### config.mk
export PLATFORM = sky130hd
export DESIGN_NAME = dctl_top
export DESIGN_NICKNAME = d
export VERILOG_FILES = /design/src/verilog/dctl_pkg.sv /design/src/verilog/dctl_irq_if.sv /design/src/verilog/dctl_ptr.sv /design/src/verilog/dctl_irq.sv /design/src/verilog/dctl_top.sv
export VERILOG_INCLUDE_DIRS = /design/src /design/src/verilog
export SDC_FILE = /design/constraint.sdc
export NUM_CORES = 1
export LEC_CHECK = 0
export ABC_AREA = 0
export BUFFER_PORTS_ARGS = -buffer_cell sky130_fd_sc_hd__buf_2
export CORE_ASPECT_RATIO = 2
export CORE_MARGIN = 2
export CORE_UTILIZATION = 27
export DETAILED_ROUTE_END_ITERATION = 6
export GPL_ROUTABILITY_DRIVEN = 0
export GPL_TIMING_DRIVEN = 0
export HOLD_SLACK_MARGIN = 0.08
export PLACE_DENSITY_LB_ADDON = 0.12
export SETUP_SLACK_MARGIN = 0.5
export SKIP_CTS_REPAIR_TIMING = 1
export SLEW_MARGIN = 10
export SYNTH_ARGS = -nofsm -noshare
export SYNTH_HDL_FRONTEND = slang
export SYNTH_HIERARCHICAL = 1
export SYNTH_SLANG_ARGS = --single-unit
export TNS_END_PERCENT = 30
### constraint.sdc
create_clock -name REF_CLK -period 3.5 [get_ports REF_CLK]
set_clock_uncertainty 0.2 [all_clocks]
set_input_delay 0.175 -clock REF_CLK [delete_from_list [all_inputs] [get_ports REF_CLK]]
set_output_delay 0.175 -clock REF_CLK [all_outputs]
set_load 0.005 [all_outputs]
### src/verilog/dctl_regs.svh
// Register offsets, field positions and reset values of the transfer engine
`ifndef DCTL_REGS_SVH
`define DCTL_REGS_SVH
`define DCTL_OFS_DONE_CFG    32'hFFD00230
`define DCTL_OFS_FAULT_CFG   32'hFFD00234
`define DCTL_OFS_CONTROL     32'hFFD00328
`define DCTL_OFS_DONE_STAT   32'hFFD004B0
`define DCTL_OFS_FAULT_STAT  32'hFFD004B4
`define DCTL_OFS_RUN_CTL     32'hFFD004C4
`define DCTL_OFS_PHASE       32'hFFD004EC
`define DCTL_OFS_SRC_PTR     32'hFFD00500
`define DCTL_OFS_DST_PTR     32'hFFD00504
`define DCTL_OFS_COUNT       32'hFFD00508
`define DCTL_BYTE_LSB        24
`define DCTL_BIT_SRC_HOLD    7
`define DCTL_BIT_DST_HOLD    6
`define DCTL_BIT_ENABLE      0
`define DCTL_BIT_RUNNING     7
`define DCTL_BIT_START       0
`define DCTL_BIT_PHASE       7
`define DCTL_BIT_IRQ_STAT    7
`define DCTL_BIT_IRQ_EN      3
`define DCTL_IRQ_LVL_HI      2
`define DCTL_IRQ_LVL_LO      0
`define DCTL_RST_PTR         32'h00000000
`define DCTL_RST_COUNT       32'hFFFFFFFF
`define DCTL_RST_CFG         4'h0
`define DCTL_LVL_NONE        3'h0
`endif

### src/verilog/dctl_pkg.sv
// Types shared by the transfer engine modules
package dctl_pkg;
	typedef enum logic [1:0] {ST_IDLE, ST_SRC, ST_DST} dctl_state_t;
	typedef struct packed {
		dctl_state_t state;
		logic        src_hold;
		logic        dst_hold;
		logic        enable;
		logic [31:0] count;
		logic [31:0] data;
		logic [31:0] rdata;
		logic        ack;
	} dctl_top_t;
	typedef struct packed {
		logic [3:0] cfg;
		logic       pending;
	} dctl_irq_st_t;
	typedef struct packed {
		logic [31:0] val;
	} dctl_ptr_st_t;
endpackage : dctl_pkg

### src/verilog/dctl_irq_if.sv
// Signals between the engine core and one termination interrupt channel
`timescale 1ns/1ps
interface dctl_irq_if;
	logic       set;
	logic       clr;
	logic       cfg_wr;
	logic [3:0] cfg_wdata;
	logic [3:0] cfg;
	logic       pending;
	logic [2:0] level;
	modport ctl  (output set, output clr, output cfg_wr, output cfg_wdata,
	              input cfg, input pending, input level);
	modport chan (input set, input clr, input cfg_wr, input cfg_wdata,
	              output cfg, output pending, output level);
endinterface : dctl_irq_if

### src/verilog/dctl_ptr.sv
// Address pointer that loads from software and steps by the bytes moved
`timescale 1ns/1ps
`include "dctl_regs.svh"
module dctl_ptr
	import dctl_pkg::*;
#(
	parameter int W = 32
) (
	input  wire logic         clk,
	input  wire logic         rst_n,
	input  wire logic         load,
	input  wire logic [W-1:0] load_val,
	input  wire logic         step,
	input  wire logic         hold,
	input  wire logic [2:0]   bytes,
	output logic      [W-1:0] val
);
	dctl_ptr_st_t s_q;
	dctl_ptr_st_t s_d;

	always_comb begin
		s_d = s_q;
		if (load) begin
			s_d.val = load_val;
		end else if (step && !hold) begin
			s_d.val = s_q.val + {29'h0, bytes};
		end
	end

	always_ff @(posedge clk or negedge rst_n) begin
		if (!rst_n) begin
			s_q <= '0;
		end else begin
			s_q <= s_d;
		end
	end

	assign val = s_q.val;
endmodule : dctl_ptr

### src/verilog/dctl_irq.sv
// One termination interrupt channel: configuration, pending flag, request level
`timescale 1ns/1ps
`include "dctl_regs.svh"
module dctl_irq
	import dctl_pkg::*;
(
	input  wire logic clk,
	input  wire logic rst_n,
	dctl_irq_if.chan  bus
);
	dctl_irq_st_t s_q;
	dctl_irq_st_t s_d;

	always_comb begin
		s_d = s_q;
		if (bus.cfg_wr) begin
			s_d.cfg = bus.cfg_wdata;
		end
		// Set beats clear so a termination in the clearing cycle survives
		if (bus.set) begin
			s_d.pending = 1'b1;
		end else if (bus.clr) begin
			s_d.pending = 1'b0;
		end
	end

	always_ff @(posedge clk or negedge rst_n) begin
		if (!rst_n) begin
			s_q <= '0;
		end else begin
			s_q <= s_d;
		end
	end

	assign bus.cfg     = s_q.cfg;
	assign bus.pending = s_q.pending;
	assign bus.level   = (s_q.pending && s_q.cfg[`DCTL_BIT_IRQ_EN])
		? s_q.cfg[`DCTL_IRQ_LVL_HI:`DCTL_IRQ_LVL_LO] : `DCTL_LVL_NONE; // RULE_13
endmodule : dctl_irq

### src/verilog/dctl_top.sv
// Transfer engine control and status registers with the task sequencer
// Notes on behaviour
// RULE_01 - Source hold bit 7 set keeps source address; clear makes it count up.
// RULE_02 - Destination hold bit 6 set keeps destination address; clear counts up.
// RULE_03 - Software writes zero into control register bits 5 down to 1.
// RULE_04 - Control bit 0 enables the engine; clear holds the engine in reset.
// RULE_05 - Run control bit 7 reads running state; writes to it do nothing.
// RULE_06 - Writing run bit 0 as 1 starts a task; as 0 stops one.
// RULE_07 - Run bit 0 always reads back as zero.
// RULE_08 - Phase bit 7 reads 1 on the source side, 0 on destination.
// RULE_09 - Source pointer takes start address, steps, keeps final address.
// RULE_10 - Destination pointer takes start address, steps, keeps final address.
// RULE_11 - Byte count is all ones after reset and after a good task.
// RULE_12 - Bus error or stop leaves the untransferred byte count behind; the code still updates the count on a stop in a destination acknowledge cycle.
// RULE_13 - Done channel config: enable bit 3, level bits 2..0, 000 none.
// RULE_14 - Fault channel config: enable bit 3, level bits 2..0, 000 off.
// RULE_15 - Done status bit 7 reads 0 while pending, 1 otherwise.
// RULE_16 - Any write to done status clears its pending request; the code keeps it pending when a done event falls in the same cycle.
// RULE_17 - Fault status bit 7 reads 0 while pending, 1 otherwise.
// RULE_18 - Any write to fault status clears its pending request; the code keeps it pending when a fault event falls in the same cycle.
// RULE_19 - A good completion raises the done interrupt.
// RULE_20 - A bus error or software stop raises the fault interrupt.
// RULE_21 - Software reaches pointers and count with long word accesses only.
// RULE_22 - Count drops by bytes moved; task ends well when count runs out.
// RULE_23 - Start shows running at once; running clears on any termination.
`timescale 1ns/1ps
`include "dctl_regs.svh"
module dctl_top
	import dctl_pkg::*;
(
	input  wire logic        REF_CLK,
	input  wire logic        RESET_N,
	input  wire logic        REG_SEL,
	input  wire logic        REG_WR,
	input  wire logic [31:0] REG_ADDR,
	input  wire logic [31:0] REG_WDATA,
	output logic      [31:0] REG_RDATA,
	output logic             REG_ACK,
	output logic             XFER_REQ,
	output logic             XFER_WRITE,
	output logic      [31:0] XFER_ADDR,
	output logic      [31:0] XFER_WDATA,
	input  wire logic        XFER_ACK,
	input  wire logic        XFER_BERR,
	input  wire logic [2:0]  XFER_BYTES,
	input  wire logic [31:0] XFER_RDATA,
	output logic      [2:0]  DONE_IRQ_LEVEL,
	output logic      [2:0]  FAULT_IRQ_LEVEL
);
	dctl_top_t s_q;
	dctl_top_t s_d;

	dctl_irq_if done_if ();
	dctl_irq_if fault_if ();

	logic [31:0] src_val;
	logic [31:0] dst_val;
	logic        wr;
	logic        rd;
	logic [7:0]  wbyte;
	logic        running;
	logic        src_phase;
	logic        src_step;
	logic        dst_step;
	logic        idle_wr;
	logic        start_req;
	logic        stop_req;
	logic        done_evt;
	logic        fault_evt;
	logic [31:0] step_bytes;

	assign wr         = REG_SEL && REG_WR;
	assign rd         = REG_SEL && !REG_WR;
	assign wbyte      = REG_WDATA[`DCTL_BYTE_LSB +: 8];
	assign running    = s_q.state != ST_IDLE; // RULE_23
	assign src_phase  = s_q.state != ST_DST; // RULE_08
	assign step_bytes = {29'h0, XFER_BYTES};
	// Pointer and count writes land only while idle; the sequencer owns them in a task
	assign idle_wr    = wr && !running;

	assign start_req = wr && REG_ADDR == `DCTL_OFS_RUN_CTL && wbyte[`DCTL_BIT_START]
		&& s_q.enable && !running; // RULE_06
	assign stop_req  = wr && REG_ADDR == `DCTL_OFS_RUN_CTL && !wbyte[`DCTL_BIT_START]
		&& running; // RULE_06
	assign src_step  = s_q.state == ST_SRC && XFER_ACK && !XFER_BERR && !stop_req;
	assign dst_step  = s_q.state == ST_DST && XFER_ACK && !XFER_BERR && !stop_req;
	assign done_evt  = dst_step && s_q.enable && s_q.count <= step_bytes; // RULE_22
	assign fault_evt = s_q.enable && running && (stop_req || (XFER_REQ && XFER_BERR)); // RULE_20

	always_comb begin
		s_d     = s_q;
		s_d.ack = REG_SEL;
		if (wr && REG_ADDR == `DCTL_OFS_CONTROL) begin
			// Reserved bits 5..1 are expected as zero and are not stored
			s_d.src_hold = wbyte[`DCTL_BIT_SRC_HOLD]; // RULE_01
			s_d.dst_hold = wbyte[`DCTL_BIT_DST_HOLD]; // RULE_02
			s_d.enable   = wbyte[`DCTL_BIT_ENABLE]; // RULE_04
		end
		if (idle_wr && REG_ADDR == `DCTL_OFS_COUNT) begin
			s_d.count = REG_WDATA;
		end
		case (s_q.state)
			ST_IDLE: begin
				if (start_req) begin
					s_d.state = ST_SRC; // RULE_23
				end
			end
			ST_SRC: begin
				if (XFER_ACK && !XFER_BERR) begin
					s_d.data  = XFER_RDATA;
					s_d.state = ST_DST;
				end
			end
			ST_DST: begin
				if (XFER_ACK && !XFER_BERR) begin
					if (s_q.count <= step_bytes) begin
						s_d.count = `DCTL_RST_COUNT; // RULE_11
						s_d.state = ST_IDLE;
					end else begin
						s_d.count = s_q.count - step_bytes; // RULE_22
						s_d.state = ST_SRC;
					end
				end
			end
			default: begin
				s_d.state = ST_IDLE;
			end
		endcase
		// Error or stop leaves the count as it stood, bytes not moved, except a stop in a destination acknowledge cycle, which still updates it
		if (fault_evt) begin
			s_d.state = ST_IDLE; // RULE_12
		end
		if (!s_q.enable) begin
			s_d.state = ST_IDLE; // RULE_04
		end
		s_d.rdata = 32'h0;
		if (rd) begin
			case (REG_ADDR)
				`DCTL_OFS_CONTROL: begin
					s_d.rdata[`DCTL_BYTE_LSB + `DCTL_BIT_SRC_HOLD] = s_q.src_hold;
					s_d.rdata[`DCTL_BYTE_LSB + `DCTL_BIT_DST_HOLD] = s_q.dst_hold;
					s_d.rdata[`DCTL_BYTE_LSB + `DCTL_BIT_ENABLE]   = s_q.enable;
				end
				`DCTL_OFS_RUN_CTL: begin
					// Start bit is write-only and reads zero
					s_d.rdata[`DCTL_BYTE_LSB + `DCTL_BIT_RUNNING] = running; // RULE_05
				end
				`DCTL_OFS_PHASE: begin
					s_d.rdata[`DCTL_BYTE_LSB + `DCTL_BIT_PHASE] = src_phase; // RULE_08
				end
				`DCTL_OFS_DONE_CFG: begin
					s_d.rdata[`DCTL_BYTE_LSB +: 4] = done_if.cfg;
				end
				`DCTL_OFS_FAULT_CFG: begin
					s_d.rdata[`DCTL_BYTE_LSB +: 4] = fault_if.cfg;
				end
				`DCTL_OFS_DONE_STAT: begin
					s_d.rdata[`DCTL_BYTE_LSB + `DCTL_BIT_IRQ_STAT] = !done_if.pending; // RULE_15
				end
				`DCTL_OFS_FAULT_STAT: begin
					s_d.rdata[`DCTL_BYTE_LSB + `DCTL_BIT_IRQ_STAT] = !fault_if.pending; // RULE_17
				end
				`DCTL_OFS_SRC_PTR: begin
					s_d.rdata = src_val;
				end
				`DCTL_OFS_DST_PTR: begin
					s_d.rdata = dst_val;
				end
				`DCTL_OFS_COUNT: begin
					s_d.rdata = s_q.count;
				end
				default: begin
					s_d.rdata = 32'h0;
				end
			endcase
		end
	end

	always_ff @(posedge REF_CLK or negedge RESET_N) begin
		if (!RESET_N) begin
			s_q       <= '0;
			s_q.state <= ST_IDLE;
			s_q.count <= `DCTL_RST_COUNT; // RULE_11
		end else begin
			s_q <= s_d;
		end
	end

	dctl_ptr #(
		.W (32)
	) u_src_ptr (
		.clk      (REF_CLK),
		.rst_n    (RESET_N),
		.load     (idle_wr && REG_ADDR == `DCTL_OFS_SRC_PTR), // RULE_09
		.load_val (REG_WDATA),
		.step     (src_step),
		.hold     (s_q.src_hold), // RULE_01
		.bytes    (XFER_BYTES),
		.val      (src_val)
	);

	dctl_ptr #(
		.W (32)
	) u_dst_ptr (
		.clk      (REF_CLK),
		.rst_n    (RESET_N),
		.load     (idle_wr && REG_ADDR == `DCTL_OFS_DST_PTR), // RULE_10
		.load_val (REG_WDATA),
		.step     (dst_step),
		.hold     (s_q.dst_hold), // RULE_02
		.bytes    (XFER_BYTES),
		.val      (dst_val)
	);

	assign done_if.set        = done_evt; // RULE_19
	assign done_if.clr        = wr && REG_ADDR == `DCTL_OFS_DONE_STAT; // RULE_16
	assign done_if.cfg_wr     = wr && REG_ADDR == `DCTL_OFS_DONE_CFG; // RULE_13
	assign done_if.cfg_wdata  = wbyte[3:0];
	assign fault_if.set       = fault_evt; // RULE_20
	assign fault_if.clr       = wr && REG_ADDR == `DCTL_OFS_FAULT_STAT; // RULE_18
	assign fault_if.cfg_wr    = wr && REG_ADDR == `DCTL_OFS_FAULT_CFG; // RULE_14
	assign fault_if.cfg_wdata = wbyte[3:0];

	dctl_irq u_done_irq (
		.clk   (REF_CLK),
		.rst_n (RESET_N),
		.bus   (done_if)
	);

	dctl_irq u_fault_irq (
		.clk   (REF_CLK),
		.rst_n (RESET_N),
		.bus   (fault_if)
	);

	assign REG_RDATA       = s_q.rdata;
	assign REG_ACK         = s_q.ack;
	assign XFER_REQ        = running;
	assign XFER_WRITE      = s_q.state == ST_DST;
	assign XFER_ADDR       = src_phase ? src_val : dst_val; // RULE_09
	assign XFER_WDATA      = s_q.data;
	assign DONE_IRQ_LEVEL  = done_if.level;
	assign FAULT_IRQ_LEVEL = fault_if.level;
endmodule : dctl_top

Word level (Yosys, flattened, before mapping). Cells that the tools add are included.

Flip-flop bits (word level): 176. Output and inout port bits: 105. Word-level logic and storage cells: 114.

Add/sub/neg operators: 3. Magnitude comparators: 1. Eq/ne operators: 16. Muxes and demuxes: 29. Reductions and logical operators: 51.

Operators by type and width (number): $eq 32x32->1 const B (10); $mux 32 (10); $pmux 24 s3 (1); $add 32x3->32 (2); $logic_and 1x1->1 (33); $le 32x3->1 (1); $sub 32x3->32 (1); $pmux 3 s5 (1); $pmux 2 s3 (2); $mux 2 (5); $reduce_bool 2->1 (5); $logic_not 1->1 (9); $pmux 1 s8 (1); $mux 3 (2); $pmux 1 s6 (1); $mux 1 (5); $ne 4x2->1 const B (1); $ne 4x3->1 const B (1); $ne 4x4->1 const B (1); $pmux 1 s4 (1); $reduce_and 3->1 (1); $eq 2x1->1 const B (1); $eq 2x2->1 const B (1); $logic_not 2->1 (1); other kinds (3) (3).

Longest topological paths before layout. Gate-level depths: netlist of run 1.

Word-level depth: 9. Gate-level depth with buffers: 14. Depth with buffers taken out: 11.

Cells and area by module. The synthesis of run 1 kept the hierarchy.

Modules (own cells, without submodules): dctl_top (times used 1, cells each 713, area each 6557.5 µm²); dctl_ptr (u_src_ptr) (times used 1, cells each 226, area each 1984.4 µm²); dctl_ptr (u_dst_ptr) (times used 1, cells each 219, area each 1964.4 µm²); dctl_irq (times used 2, cells each 14, area each 200.2 µm²).

Worst setup path after synthesis of run 1. No wires, ideal clock.

Path kind: input port to flip-flop. From: in REG_ADDR[13]. To: reg u_dst_ptr.s_q (netlist bit u_dst_ptr/val[22]). Library setup time: 0.135 ns. Arrival time: 3.212 ns. Required time: 3.165 ns. Setup slack: -0.048 ns. Cell stages on the path: 14. Path buffers: 3. Path through: or4_4 > or4_4 > buf_6 > nor4_1 > nand4b_1 > nor3_1 > nor2_1 > and4b_2 > and4_1 > buf_2 > buf_2 > nand4_1 > xor2_1 > o21ai_0.

Cells in the longest elaborated chain, start to end: 8. Elaborated cells on any way between the ends: 11.

Ends and longest elaborated chain: from (decl) (RTL line dctl_top.sv:35) `input wire logic [31:0] REG_ADDR,`; $eq 32x32->1; $logic_and 1x1->1 (no line); $logic_and 1x1->1 (2 in series) (RTL line dctl_top.sv:83) `` assign stop_req = wr && REG_ADDR == `DCTL_OFS_RUN_CTL && !wbyte[`DCTL_BIT_START] ``; $logic_not 1->1 (RTL line dctl_top.sv:86) `assign dst_step = s_q.state == ST_DST && XFER_ACK && !XFER_BERR && !stop_req;`; $logic_and 1x1->1 (RTL line dctl_top.sv:86); named net dst_step (RTL line dctl_top.sv:64) `logic dst_step;`; $logic_and 1x1->1 (RTL line dctl_ptr.sv:25) `end else if (step && !hold) begin`; $reduce_bool 2->1 (no line); to (signal assigned) (RTL line dctl_ptr.sv:32) `s_q <= '0;`; to (signal assigned) (RTL line dctl_ptr.sv:34) `s_q <= s_d;`; to (decl) (RTL line dctl_ptr.sv:18) `dctl_ptr_st_t s_q;`.

The timed path passes the listed nets, and every way through them passes these cells. A chain may end at the register's enable or synchronous reset.

Final worst setup path of run 1.
From: reg u_dst_ptr.s_q (netlist bit u_dst_ptr/val[2]). To: reg u_dst_ptr.s_q (netlist bit u_dst_ptr/val[31]).

Cells in the longest elaborated chain, start to end: 3.

Ends and longest elaborated chain: $add 32x3->32 (RTL line dctl_ptr.sv:26) `s_d.val = s_q.val + {29'h0, bytes};`; $mux 32 (RTL line dctl_ptr.sv:25); $mux 32 (RTL line dctl_ptr.sv:23) `if (load) begin`.

No other way between the ends. The select of a mux whose other input is x is not followed.

==> run_results.csv, run 1 <==
group,metric,value,unit
run_status,status,"complete, but fails checks",
run_status,violations,"design-rule violations",
clock_network,clock_latency,470,ps
floorplanning,die_area,42100,um^2
critical_path,crit_type,"flip-flop to flip-flop",
routing,ant_nets,0,
synth,synth_commonest_cells,"nand2_1, dfrtp_1, nor2_1, buf_4, o21ai_0",
layout,antenna_cells,0,
sta,final.setup.tns,0,ps
synth,synth_area_leaders,"dfrtp_1, dfstp_2, nand2_1",
global_routing,grt_pass1_wl,67500,um
clock_network,clkTransAtPathRegs,70,ps
clock_network,cts_tree,"done",
critical_path,endpoint_kind,"flip-flop",
synth,avgSynthCellArea,9.20,um^2
power_and_ir_drop,switchingPower,1090,uW
worst_hold_path,hp-class,"primary input to flip-flop",
routing,vias,10700,
synth,syn-cell-area,10900,um^2
synth,ys_seq_elements,176,
layout,final_nets,1632,
critical_path,cp_cell_sequence,"ha_1 -> o21ai_0 -> nor2_1 -> clkbuf_1 -> nand4_1 -> xor2_1 -> o21ai_1",
layout,area_growth,33.1,%
clock_network,cts_root_buffer,"clkbuf_16",
routing,wire_per_inst,23.0,um
floorplanning,die_x,146,um
power_and_ir_drop,irDropWorstVdd,258,uV
routing,drt-met1-wl,16700,um
routing,drtIter0Drc,751,
synth,synth_fp_nets,1303,
synth,yosysWarningCount,6,
global_routing,grt_max_degree,78,
sta,drv_slew,0,
power_and_ir_drop,intPower,3390,uW
routing,wl_met3,1850,um
synth,async_flop_share,1.00,
power_and_ir_drop,power_density,309,nW/um^2
power_and_ir_drop,seqPwrFrac,0.457,
clock_network,htree_levels,4,
routing,vias_per_cell,5.20,
synth,synth_area_leader_cell,"dfrtp_1",
critical_path,path_max_fanout,10,
critical_path,start_kind,"flip-flop",
synth,ys_seq_area_frac,0.407,
global_routing,grt-ovfl-total,0,
critical_path,worstPathArrival,3410,ps
sta,period_needed,3230,ps
synth,synthFlopType,"dfrtp_1",
global_routing,track_usage,0.217,
global_routing,grt_antenna_before_repair,0,
routing,wl,47300,um
synth,yosysTopAreaCellShare,0.330,
sta,rsz0062_at_grt,"true",
layout,utilization,0.362,
routing,wl_met2,26300,um
layout,fillers,4256,
layout,layout-drive-gt1-share,0.325,
synth,synth_edf_count,0,
floorplanning,placementRows,104,
floorplanning,coreArea,40100,um^2
floorplanning,pin_count,210,
routing,highest_layer,"met4",
power_and_ir_drop,p_comb_frac,0.067,
sta,relSlewSlack,0.242,
critical_path,critPathRequiredTime,3690,ps
sta,fin_ws,271,ps
clock_network,numCtsBuffers,17,
power_and_ir_drop,leakagePower,0.00667,uW
run,cap_violations,0,
synth,netlist_instances,1186,
routing,drc,1,
sta,fin_crit_sh,0.923,
critical_path,crit_path_top_delay_cell,"clkbuf_1",
floorplanning,start_util,0.272,
sta,finalHoldViolCount,0,
power_and_ir_drop,netSwitchingFraction,0.243,
floorplanning,die_h,288,um
sta,fmax,310,MHz
clock_network,cts_buffer_depth,2,
placed_design,io_buffers,207,
routing,dr.pass1.iters,7,
sta,setup_viol,0,
placed_design,dp_slack,-907,ps
synth,ys_types,84,
sta,tightest_slew,1130,ps
synth,synth.most_common_cell,"nand2_1",
critical_path,max_stage_delay,750,ps
global_routing,grt_pass1_vias,10400,
placed_design,dp_hpwl,35600,um
power_and_ir_drop,pwr-share-clk,0.476,
clock_network,cts_sinks,176,
[flip-flops by register name, indices dropped and copies added, names as in the netlist]
signal and cells:
REG_ACK 1, REG_RDATA 32, XFER_WDATA 32, s_q 37, u_done_irq/bus.cfg 4, u_done_irq/bus.pending 1, u_dst_ptr/val 32, u_fault_irq/bus.cfg 4
u_fault_irq/bus.pending 1, u_src_ptr/val 32
[worst max-delay path, delay by kind of cell (launching register included)]
family	cells	cell delay [ps]
AO/OA/AOI/OAI	2	220
adder cells (fa/ha/maj)	1	360
XOR/XNOR	1	250
AND/OR/NAND/NOR	2	930
flip-flops	1	420
buffers and inverters	1	750
[worst paths after layout]
path,startpoint,cells past startpoint,to,slack [ps]
max,u_dst_ptr/val[2],7,u_dst_ptr/val[31],270
min,REG_ADDR[2],5,REG_RDATA[31],30
max reg2reg,u_dst_ptr/val[2],7,u_dst_ptr/val[31],270
min reg2reg,XFER_WDATA[8],1,XFER_WDATA[8],310
max in group asynchronous,RESET_N,5,s_q[65],1600
min in group asynchronous,RESET_N,3,u_done_irq/bus.cfg[2],480
[metrics by stage]
step | total power (uW) | cells | hold slack, ps | instance area [um^2]
after global routing | 4640 | 2058 | 83.0 | 14500
after CTS | 4490 | 1957 | -593 | 13300
final | 4480 | 2058 | 27.4 | 14500
after detailed placement | 2320 | 1925 | -83.1 | 12700
after global placement | 2310 | 1923 | 151 | 12600
after floorplan | 2140 | 1186 | -321 | 10900
[cell families after synthesis]
family,after synthesis,synth area share
muxes,56,0.0569
DFF,176,0.407
adders and majority gates,12,0.0158
AOI/OAI and AO/OA,230,0.148
and+or+nand+nor,512,0.251
buffers and inverters,159,0.0879
xor gates and xnor gates,41,0.0329
[power groups by stage]
| stage | clock [uW] | combinational [uW] | sequential [uW] |
|---|---|---|---|
| 6_report | 2130 | 300 | 2050 |
| 5_1_grt | 2260 | 328 | 2050 |
| 4_1_cts | 2210 | 232 | 2050 |
| 3_5_place_dp | 0 | 231 | 2090 |
| 3_3_place_gp | 0 | 220 | 2090 |
| 2_1_floorplan | 0 | 55.8 | 2080 |
[area by class of cell]
type	count	area [um^2]	share of cell area
multi-input combinational	851	5630	0.388
sequential	176	4450	0.306
timing repair buffer	310	2090	0.144
buffer	126	931	0.0641
tap	530	663	0.0457
clock buffer	22	484	0.0334
clock inverter	10	148	0.0102
inverter	33	131	0.00905
[per-layer routing]
layer	up-vias	GRT usage
met5	-	0
met4	0	0.125
li1	4948	-
met1	5239	0.221
met2	397	0.419
met3	109	0.0313
[placed cells by master, fill, tap and decap left out, types with 8 or more instances in the layout]
cell type,count
dfrtp_1,142
a31oi_1,25
nor2_1,87
a222oi_1,29
nand3_1,35
dfstp_2,32
dlygate4sd3_1,74
mux2i_1,8
a21oi_1,35
clkbuf_16,18
clkbuf_2,8
nand4_1,34
ha_1,9
o21ai_1,16
clkbuf_1,27
nor3_1,32
buf_4,91
mux2_2,40
nand2_1,168
inv_1,31
o21a_1,11
buf_6,12
nand2b_1,9
a21o_1,8
buf_2,209
mux2_1,8
xor2_1,20
a22oi_1,8
and4_1,9
and3_1,14
nor2b_1,11
o31ai_1,14
o21ai_0,34
nor4_2,8
nor4_1,8
or4_1,20
xnor2_1,21
No activity file was read; power rests on OpenSTA's default activity.
==> run 2: changes to the inputs <==
==> constraint.sdc (replaced) <==
create_clock -name REF_CLK -period 4 [get_ports REF_CLK]
set_clock_uncertainty 0.2 [all_clocks]
set_input_delay 0.2 -clock REF_CLK [delete_from_list [all_inputs] [get_ports REF_CLK]]
set_output_delay 0.2 -clock REF_CLK [all_outputs]
set_load 0.005 [all_outputs]
==> run 2 against run 1 <==
  * Hold slack improved by 55 ps
  * Critical path type is now primary input to flip-flop
  * Sequential share of layout area rose by 0.82 points
  * Highest routed layer unchanged
  * Largest cell class unchanged
  * Worst setup slack improved by 280 ps
  * Clock power fell by 23%
  * Die area did not move
  * The flow now finishes without violations
  * Via count fell by 1.1%
  * Total power fell by 17%
==> run_results.csv, run 2 (synthesis results as in run 1) <==
group,metric,value,unit
floorplanning,die_h,288,um
clock_network,htree_levels,4,
power_and_ir_drop,power_density,261,nW/um^2
clock_network,numCtsBuffers,17,
routing,drc,0,
sta,fin_hold_ws,82.4,ps
layout,layout_commonest_cell,"buf_2",
clock_network,cts_sinks,176,
sta,fin_crit_sh,0.863,
layout,largest_register_ffs,37,
placed_design,postPlaceCellArea,12700,um^2
placed_design,dp_hpwl,35400,um
run,cap_violations,0,
sta,fmax,290,MHz
critical_path,path_max_fanout,10,
routing,drtIter0Drc,810,
clock_network,cts_tree,"done",
critical_path,rr_startpoint,"s_q[101]",
worst_hold_path,hp-class,"primary input to flip-flop",
placed_design,io_buffers,207,
layout,layout-drive-gt1-share,0.302,
critical_path,critPathRequiredTime,4170,ps
critical_path,endpoint_kind,"flip-flop",
sta,period_needed,3450,ps
clock_network,cts_buffer_depth,2,
routing,ant_nets,0,
sta,rsz0062_at_grt,"true",
critical_path,crit_buf_inv,5,
sta,tightest_slew,972,ps
floorplanning,coreArea,40100,um^2
floorplanning,die_x,146,um
global_routing,grt_pass1_wl,66900,um
floorplanning,die_area,42100,um^2
sta,finalHoldViolCount,0,
floorplanning,start_util,0.272,
routing,wire_per_inst,22.8,um
global_routing,grt_max_degree,67,
sta,relSlewSlack,0.347,
clock_network,cts_root_buffer,"clkbuf_16",
floorplanning,pin_count,210,
sta,drv_slew,0,
layout,final_nets,1614,
routing,vias_per_cell,5.19,
critical_path,crit_type,"primary input to flip-flop",
global_routing,grt-ovfl-total,0,
run_status,status,"finished, final reports clean",
clock_network,clock_latency,460,ps
routing,vias,10600,
critical_path,crit_path_start,"REG_ADDR[14]",
layout,regMostFlops,"s_q",
layout,utilization,0.353,
clock_network,clkTransAtPathRegs,70,ps
routing,wl,46400,um
critical_path,start_kind,"primary input",
layout,layout_common_cells,"buf_2, nand2_1, dfrtp_1",
layout,area_growth,29.7,%
layout,antenna_cells,0,
global_routing,track_usage,0.215,
global_routing,grt_pass1_vias,10500,
sta,setup_viol,0,
power_and_ir_drop,irDropWorstVdd,268,uV
power_and_ir_drop,power.total,3700,uW
worst_hold_path,hold_start,"REG_ADDR[3]",
layout,design_area,14100,um^2
floorplanning,placementRows,104,
critical_path,critical_path.top_delay_family,"simple AND/OR/NAND/NOR gates",
power_and_ir_drop,leakagePower,0.00647,uW
critical_path,max_stage_delay,560,ps
critical_path,crit_path_top_delay_cell,"or4_1",
critical_path,cp_cell_sequence,"buf_2 -> or4_1 -> or4_4 -> buf_8 -> nor4_4 -> nand4b_1 -> nor3_4 -> buf_4 -> nor2b_4 -> nand3b_1 -> or3_1 -> clkbuf_4 -> buf_6 -> o31ai_1 -> a31oi_1",
routing,dr.pass1.iters,7,
sta,final.setup.tns,0,ps
global_routing,grt_antenna_before_repair,0,
critical_path,worstPathArrival,3620,ps
run 2: layout make-up:
| class | instances | area (um^2) |
|---|---|---|
| buffer | 126 | 876 |
| clock buffer | 21 | 470 |
| clock inverter | 10 | 80.1 |
| fill | 4280 | 25900 |
| inverter | 33 | 131 |
| multi-input combinational | 851 | 5560 |
| sequential | 176 | 4450 |
| tap | 530 | 663 |
| timing repair buffer | 292 | 1910 |
run 2: path summary, 6_finish.rpt:
check                               endpoint  slack (ps)  cells after the start
max                        u_src_ptr/val[22]         550                     15
min                            REG_RDATA[31]          80                      4
max reg2reg                u_src_ptr/val[18]         640                     11
min reg2reg                   XFER_WDATA[20]         310                      1
max in group asynchronous            s_q[69]        1940                      5
min in group asynchronous  u_dst_ptr/val[15]         580                      3
run 2: layer usage:
layer  global-route usage  vias up  routed length [um]
li1                     -     4907                   -
met5                    0        -                   0
met3               0.0332      110                1790
met4                0.124        0                2810
met2                0.419      383               25600
met1                0.213     5175               16200
run 2: worst register-to-register path, cell delays in order (launching register included):
cell      delay (ps)
dfrtp_2          460
nor2b_1          160
and3b_1          190
clkbuf_4         210
buf_8            180
nor2b_4          210
nand3b_1         280
or3_1            440
clkbuf_4         210
buf_6            170
or4_1            410
a31oi_1          170
run 2: where the power goes:
part           leakage, uW  switching, uW  internal [uW]  total (uW)
clock network     0.000256            801            849        1650
registers          0.00232           6.78           1790        1790
logic              0.00389            139            116         255
run 2: stage by stage:
| step | setup slack [ps] | instances |
|---|---|---|
| after floorplan | 515 | 1186 |
| after global placement | -812 | 1923 |
| after detailed placement | -465 | 1925 |
| after CTS | -512 | 1956 |
| after global routing | 444 | 2039 |
| final | 548 | 2039 |
==> run 3: changes to the inputs <==
--- a/config.mk
+++ b/config.mk
@@ -6,7 +6,7 @@
 export SDC_FILE = /design/constraint.sdc
 export NUM_CORES = 1
 export LEC_CHECK = 0
-export ABC_AREA = 0
+export ABC_AREA = 1
 export BUFFER_PORTS_ARGS = -buffer_cell sky130_fd_sc_hd__buf_2
 export CORE_ASPECT_RATIO = 2
 export CORE_MARGIN = 2
==> run 3 against run 2 <==
  * Clock-buffer cell count increased by 6
  * Routed wire length up 25%
  * Via count up 28%
  * Combinational power is 110% higher
  * Cell area grew 12%
  * First-iteration DRC count grew 8.3%
  * Sequential power is 7% higher
  * Global-route usage up 2.4 points
  * Utilization shrank 1.3 points
==> run_results.csv, run 3 <==
group,metric,value,unit
run_status,status,"finished, final reports clean",
critical_path,crit_type,"flip-flop to primary output",
layout,layout-drive-gt1-share,0.197,
routing,vias_per_cell,4.71,
layout,regMostFlops,"s_q",
sta,fmax,294,MHz
critical_path,crit_buf_inv,3,
critical_path,rr_startpoint,"s_q[101]",
critical_path,regToRegEndpoint,"u_dst_ptr/val[30]",
routing,ant_nets,0,
synth,synth.most_common_cell,"nand2_1",
clock_network,cts_buffer_depth,2,
sta,fin_crit_sh,0.850,
routing,wl,58200,um
critical_path,rr_worst_depth,12,
synth,async_flop_share,1.00,
layout,antenna_cells,0,
placed_design,dp_hpwl,47100,um
global_routing,grt-ovfl-total,0,
worst_hold_path,hold_end,"u_fault_irq/bus.pending",
layout,regArea,4440,um^2
synth,synthFlopType,"dfrtp_1",
floorplanning,coreArea,46500,um^2
clock_network,htree_levels,4,
power_and_ir_drop,intPower,2890,uW
critical_path,reg2reg_slack,770,ps
sta,drv_slew,0,
clock_network,cts_root_buffer,"clkbuf_16",
power_and_ir_drop,netSwitchingFraction,0.285,
layout,fillers,5197,
synth,yosysWarningCount,6,
synth,ys_types,49,
synth,yosysTopAreaCellShare,0.284,
routing,wire_per_inst,20.2,um
layout,area_growth,24.7,%
global_routing,track_usage,0.239,
power_and_ir_drop,switchingPower,1150,uW
synth,syn-cell-area,12700,um^2
power_and_ir_drop,pwr-share-clk,0.398,
sta,tightest_slew,876,ps
clock_network,cts_tree,"done",
floorplanning,die_x,157,um
critical_path,worstPathArrival,3000,ps
floorplanning,die_h,310,um
synth,synth_area_leader_cell,"dfrtp_1",
layout,multiInputGateArea,6680,um^2
global_routing,grt_antenna_before_repair,0,
sta,relSlewSlack,0.416,
sta,period_needed,3400,ps
power_and_ir_drop,leakagePower,0.00819,uW
floorplanning,start_util,0.272,
power_and_ir_drop,power_density,256,nW/um^2
routing,drtIter0Drc,877,
global_routing,grt_pass1_wl,83400,um
critical_path,endpoint_kind,"primary output",
critical_path,start_kind,"flip-flop",
synth,synth_fp_nets,2055,
critical_path,crit_path_top_delay_cell,"clkinv_1",
global_routing,grt_max_degree,96,
clock_network,cts_sinks,176,
floorplanning,placementRows,112,
sta,fin_hold_ws,70.2,ps
routing,dr.pass1.iters,6,
global_routing,grt_pass1_vias,13300,
power_and_ir_drop,irDropWorstVdd,255,uV
sta,final.setup.tns,0,ps
synth,synth_edf_count,0,
worst_hold_path,holdPathStages,9,
power_and_ir_drop,p_comb_frac,0.130,
sta,rsz0062_at_grt,"false",
critical_path,cp_cell_sequence,"nand2_1 -> clkinv_1 -> clkbuf_1 -> nand2_1 -> nand2_1 -> buf_2",
floorplanning,pin_count,210,
synth,synth_area_leaders,"dfrtp_1, nand2_1, dfstp_2",
layout,final_nets,2357,
routing,drc,0,
synth,netlist_instances,1938,
synth,ys_seq_elements,176,
floorplanning,die_area,48800,um^2
layout,layout_commonest_cell,"nand2_1",
clock_network,clkTransAtPathRegs,80,ps
placed_design,io_buffers,209,
layout,largest_register_ffs,37,
critical_path,max_stage_delay,660,ps
worst_hold_path,hp-class,"primary input to flip-flop",
sta,finalHoldViolCount,0,
power_and_ir_drop,seqPwrFrac,0.473,
sta,setup_viol,0,
critical_path,critPathRequiredTime,3600,ps
synth,synth_commonest_cells,"nand2_1, nor2_1, inv_1, dfrtp_1, nand3_1",
clock_network,clock_latency,470,ps
critical_path,crit_top_cell,"nand2_1",
run,cap_violations,0,
clock_network,numCtsBuffers,17,
layout,layout_common_cells,"nand2_1, buf_2, nor2_1",
critical_path,path_max_fanout,10,
critical_path,critical_path.top_delay_family,"buffers and inverters",
worst_hold_path,hold_start,"REG_ADDR[6]",
synth,avgSynthCellArea,6.54,um^2
synth,ys_seq_area_frac,0.351,
routing,vias,13600,
-- run 3: metal layers --
| layer | up-vias | track usage | part of all wire |
|---|---|---|---|
| met4 | 0 | 0.189 | 0.090 |
| li1 | 6589 | - | - |
| met3 | 179 | 0.0265 | 0.038 |
| met1 | 6251 | 0.223 | 0.33 |
| met5 | - | 0 | 0 |
| met2 | 533 | 0.461 | 0.54 |
-- run 3: cell type report --
cell class                 count  share of cell area
multi-input combinational   1441               0.423
buffer                       112              0.0487
inverter                     209              0.0497
clock buffer                  27              0.0306
timing repair buffer         283               0.115
tap                          627              0.0497
sequential                   176               0.281
clock inverter                 5             0.00206
-- run 3: power by group through the flow --
stage	registers [uW]	clock network, uW	logic [uW]
final	1910	1610	524
after detailed placement	1940	0	471
after floorplan	1920	0	237
after CTS	1910	1660	474
after global placement	1940	0	464
after global routing	1920	1730	586
-- run 3: how the worst max path moves through the flow --
stage	startpoint	endpoint	slack [ps]	depth (start not counted)
after global routing	s_q[100]	XFER_ADDR[25]	540	7
after CTS	s_q[101]	u_src_ptr/val[20]	280	11
after detailed placement	REG_ADDR[1]	u_src_ptr/val[10]	230	12
final	s_q[101]	XFER_ADDR[22]	600	6
after floorplan	s_q[101]	u_src_ptr/val[5]	1660	10
after global placement	RESET_N	REG_RDATA[25]	-950	1
-- run 3: worst register-to-register path: cells and delay by family (launching register included) --
| kind | cells | cell delay (ps) |
|---|---|---|
| AOI/OAI and AO/OA | 1 | 150 |
| and+or+nand+nor | 5 | 1100 |
| DFF | 1 | 410 |
| buffers and inverters | 6 | 1270 |
-- run 3: stage by stage --
step	cells	power, uW	setup slack (ps)	util	area [um^2]
floorplan	1938	2160	1660	-	12700
global placement	2774	2400	-947	0.312	14500
detailed placement	2775	2410	229	0.312	14500
CTS	2807	4050	278	0.324	15100
global route	2880	4230	538	0.340	15800
finish	2880	4040	599	0.340	15800
-- run 3: cell families after synthesis --
kind of cell / after synthesis / share of synthesized area
AOI/OAI and AO/OA: 160 / 0.0760
xor gates and xnor gates: 28 / 0.0194
adders and majority gates: 12 / 0.0136
buffers and inverters: 321 / 0.123
DFF: 176 / 0.351
muxes: 3 / 0.00267
and+or+nand+nor: 1238 / 0.415
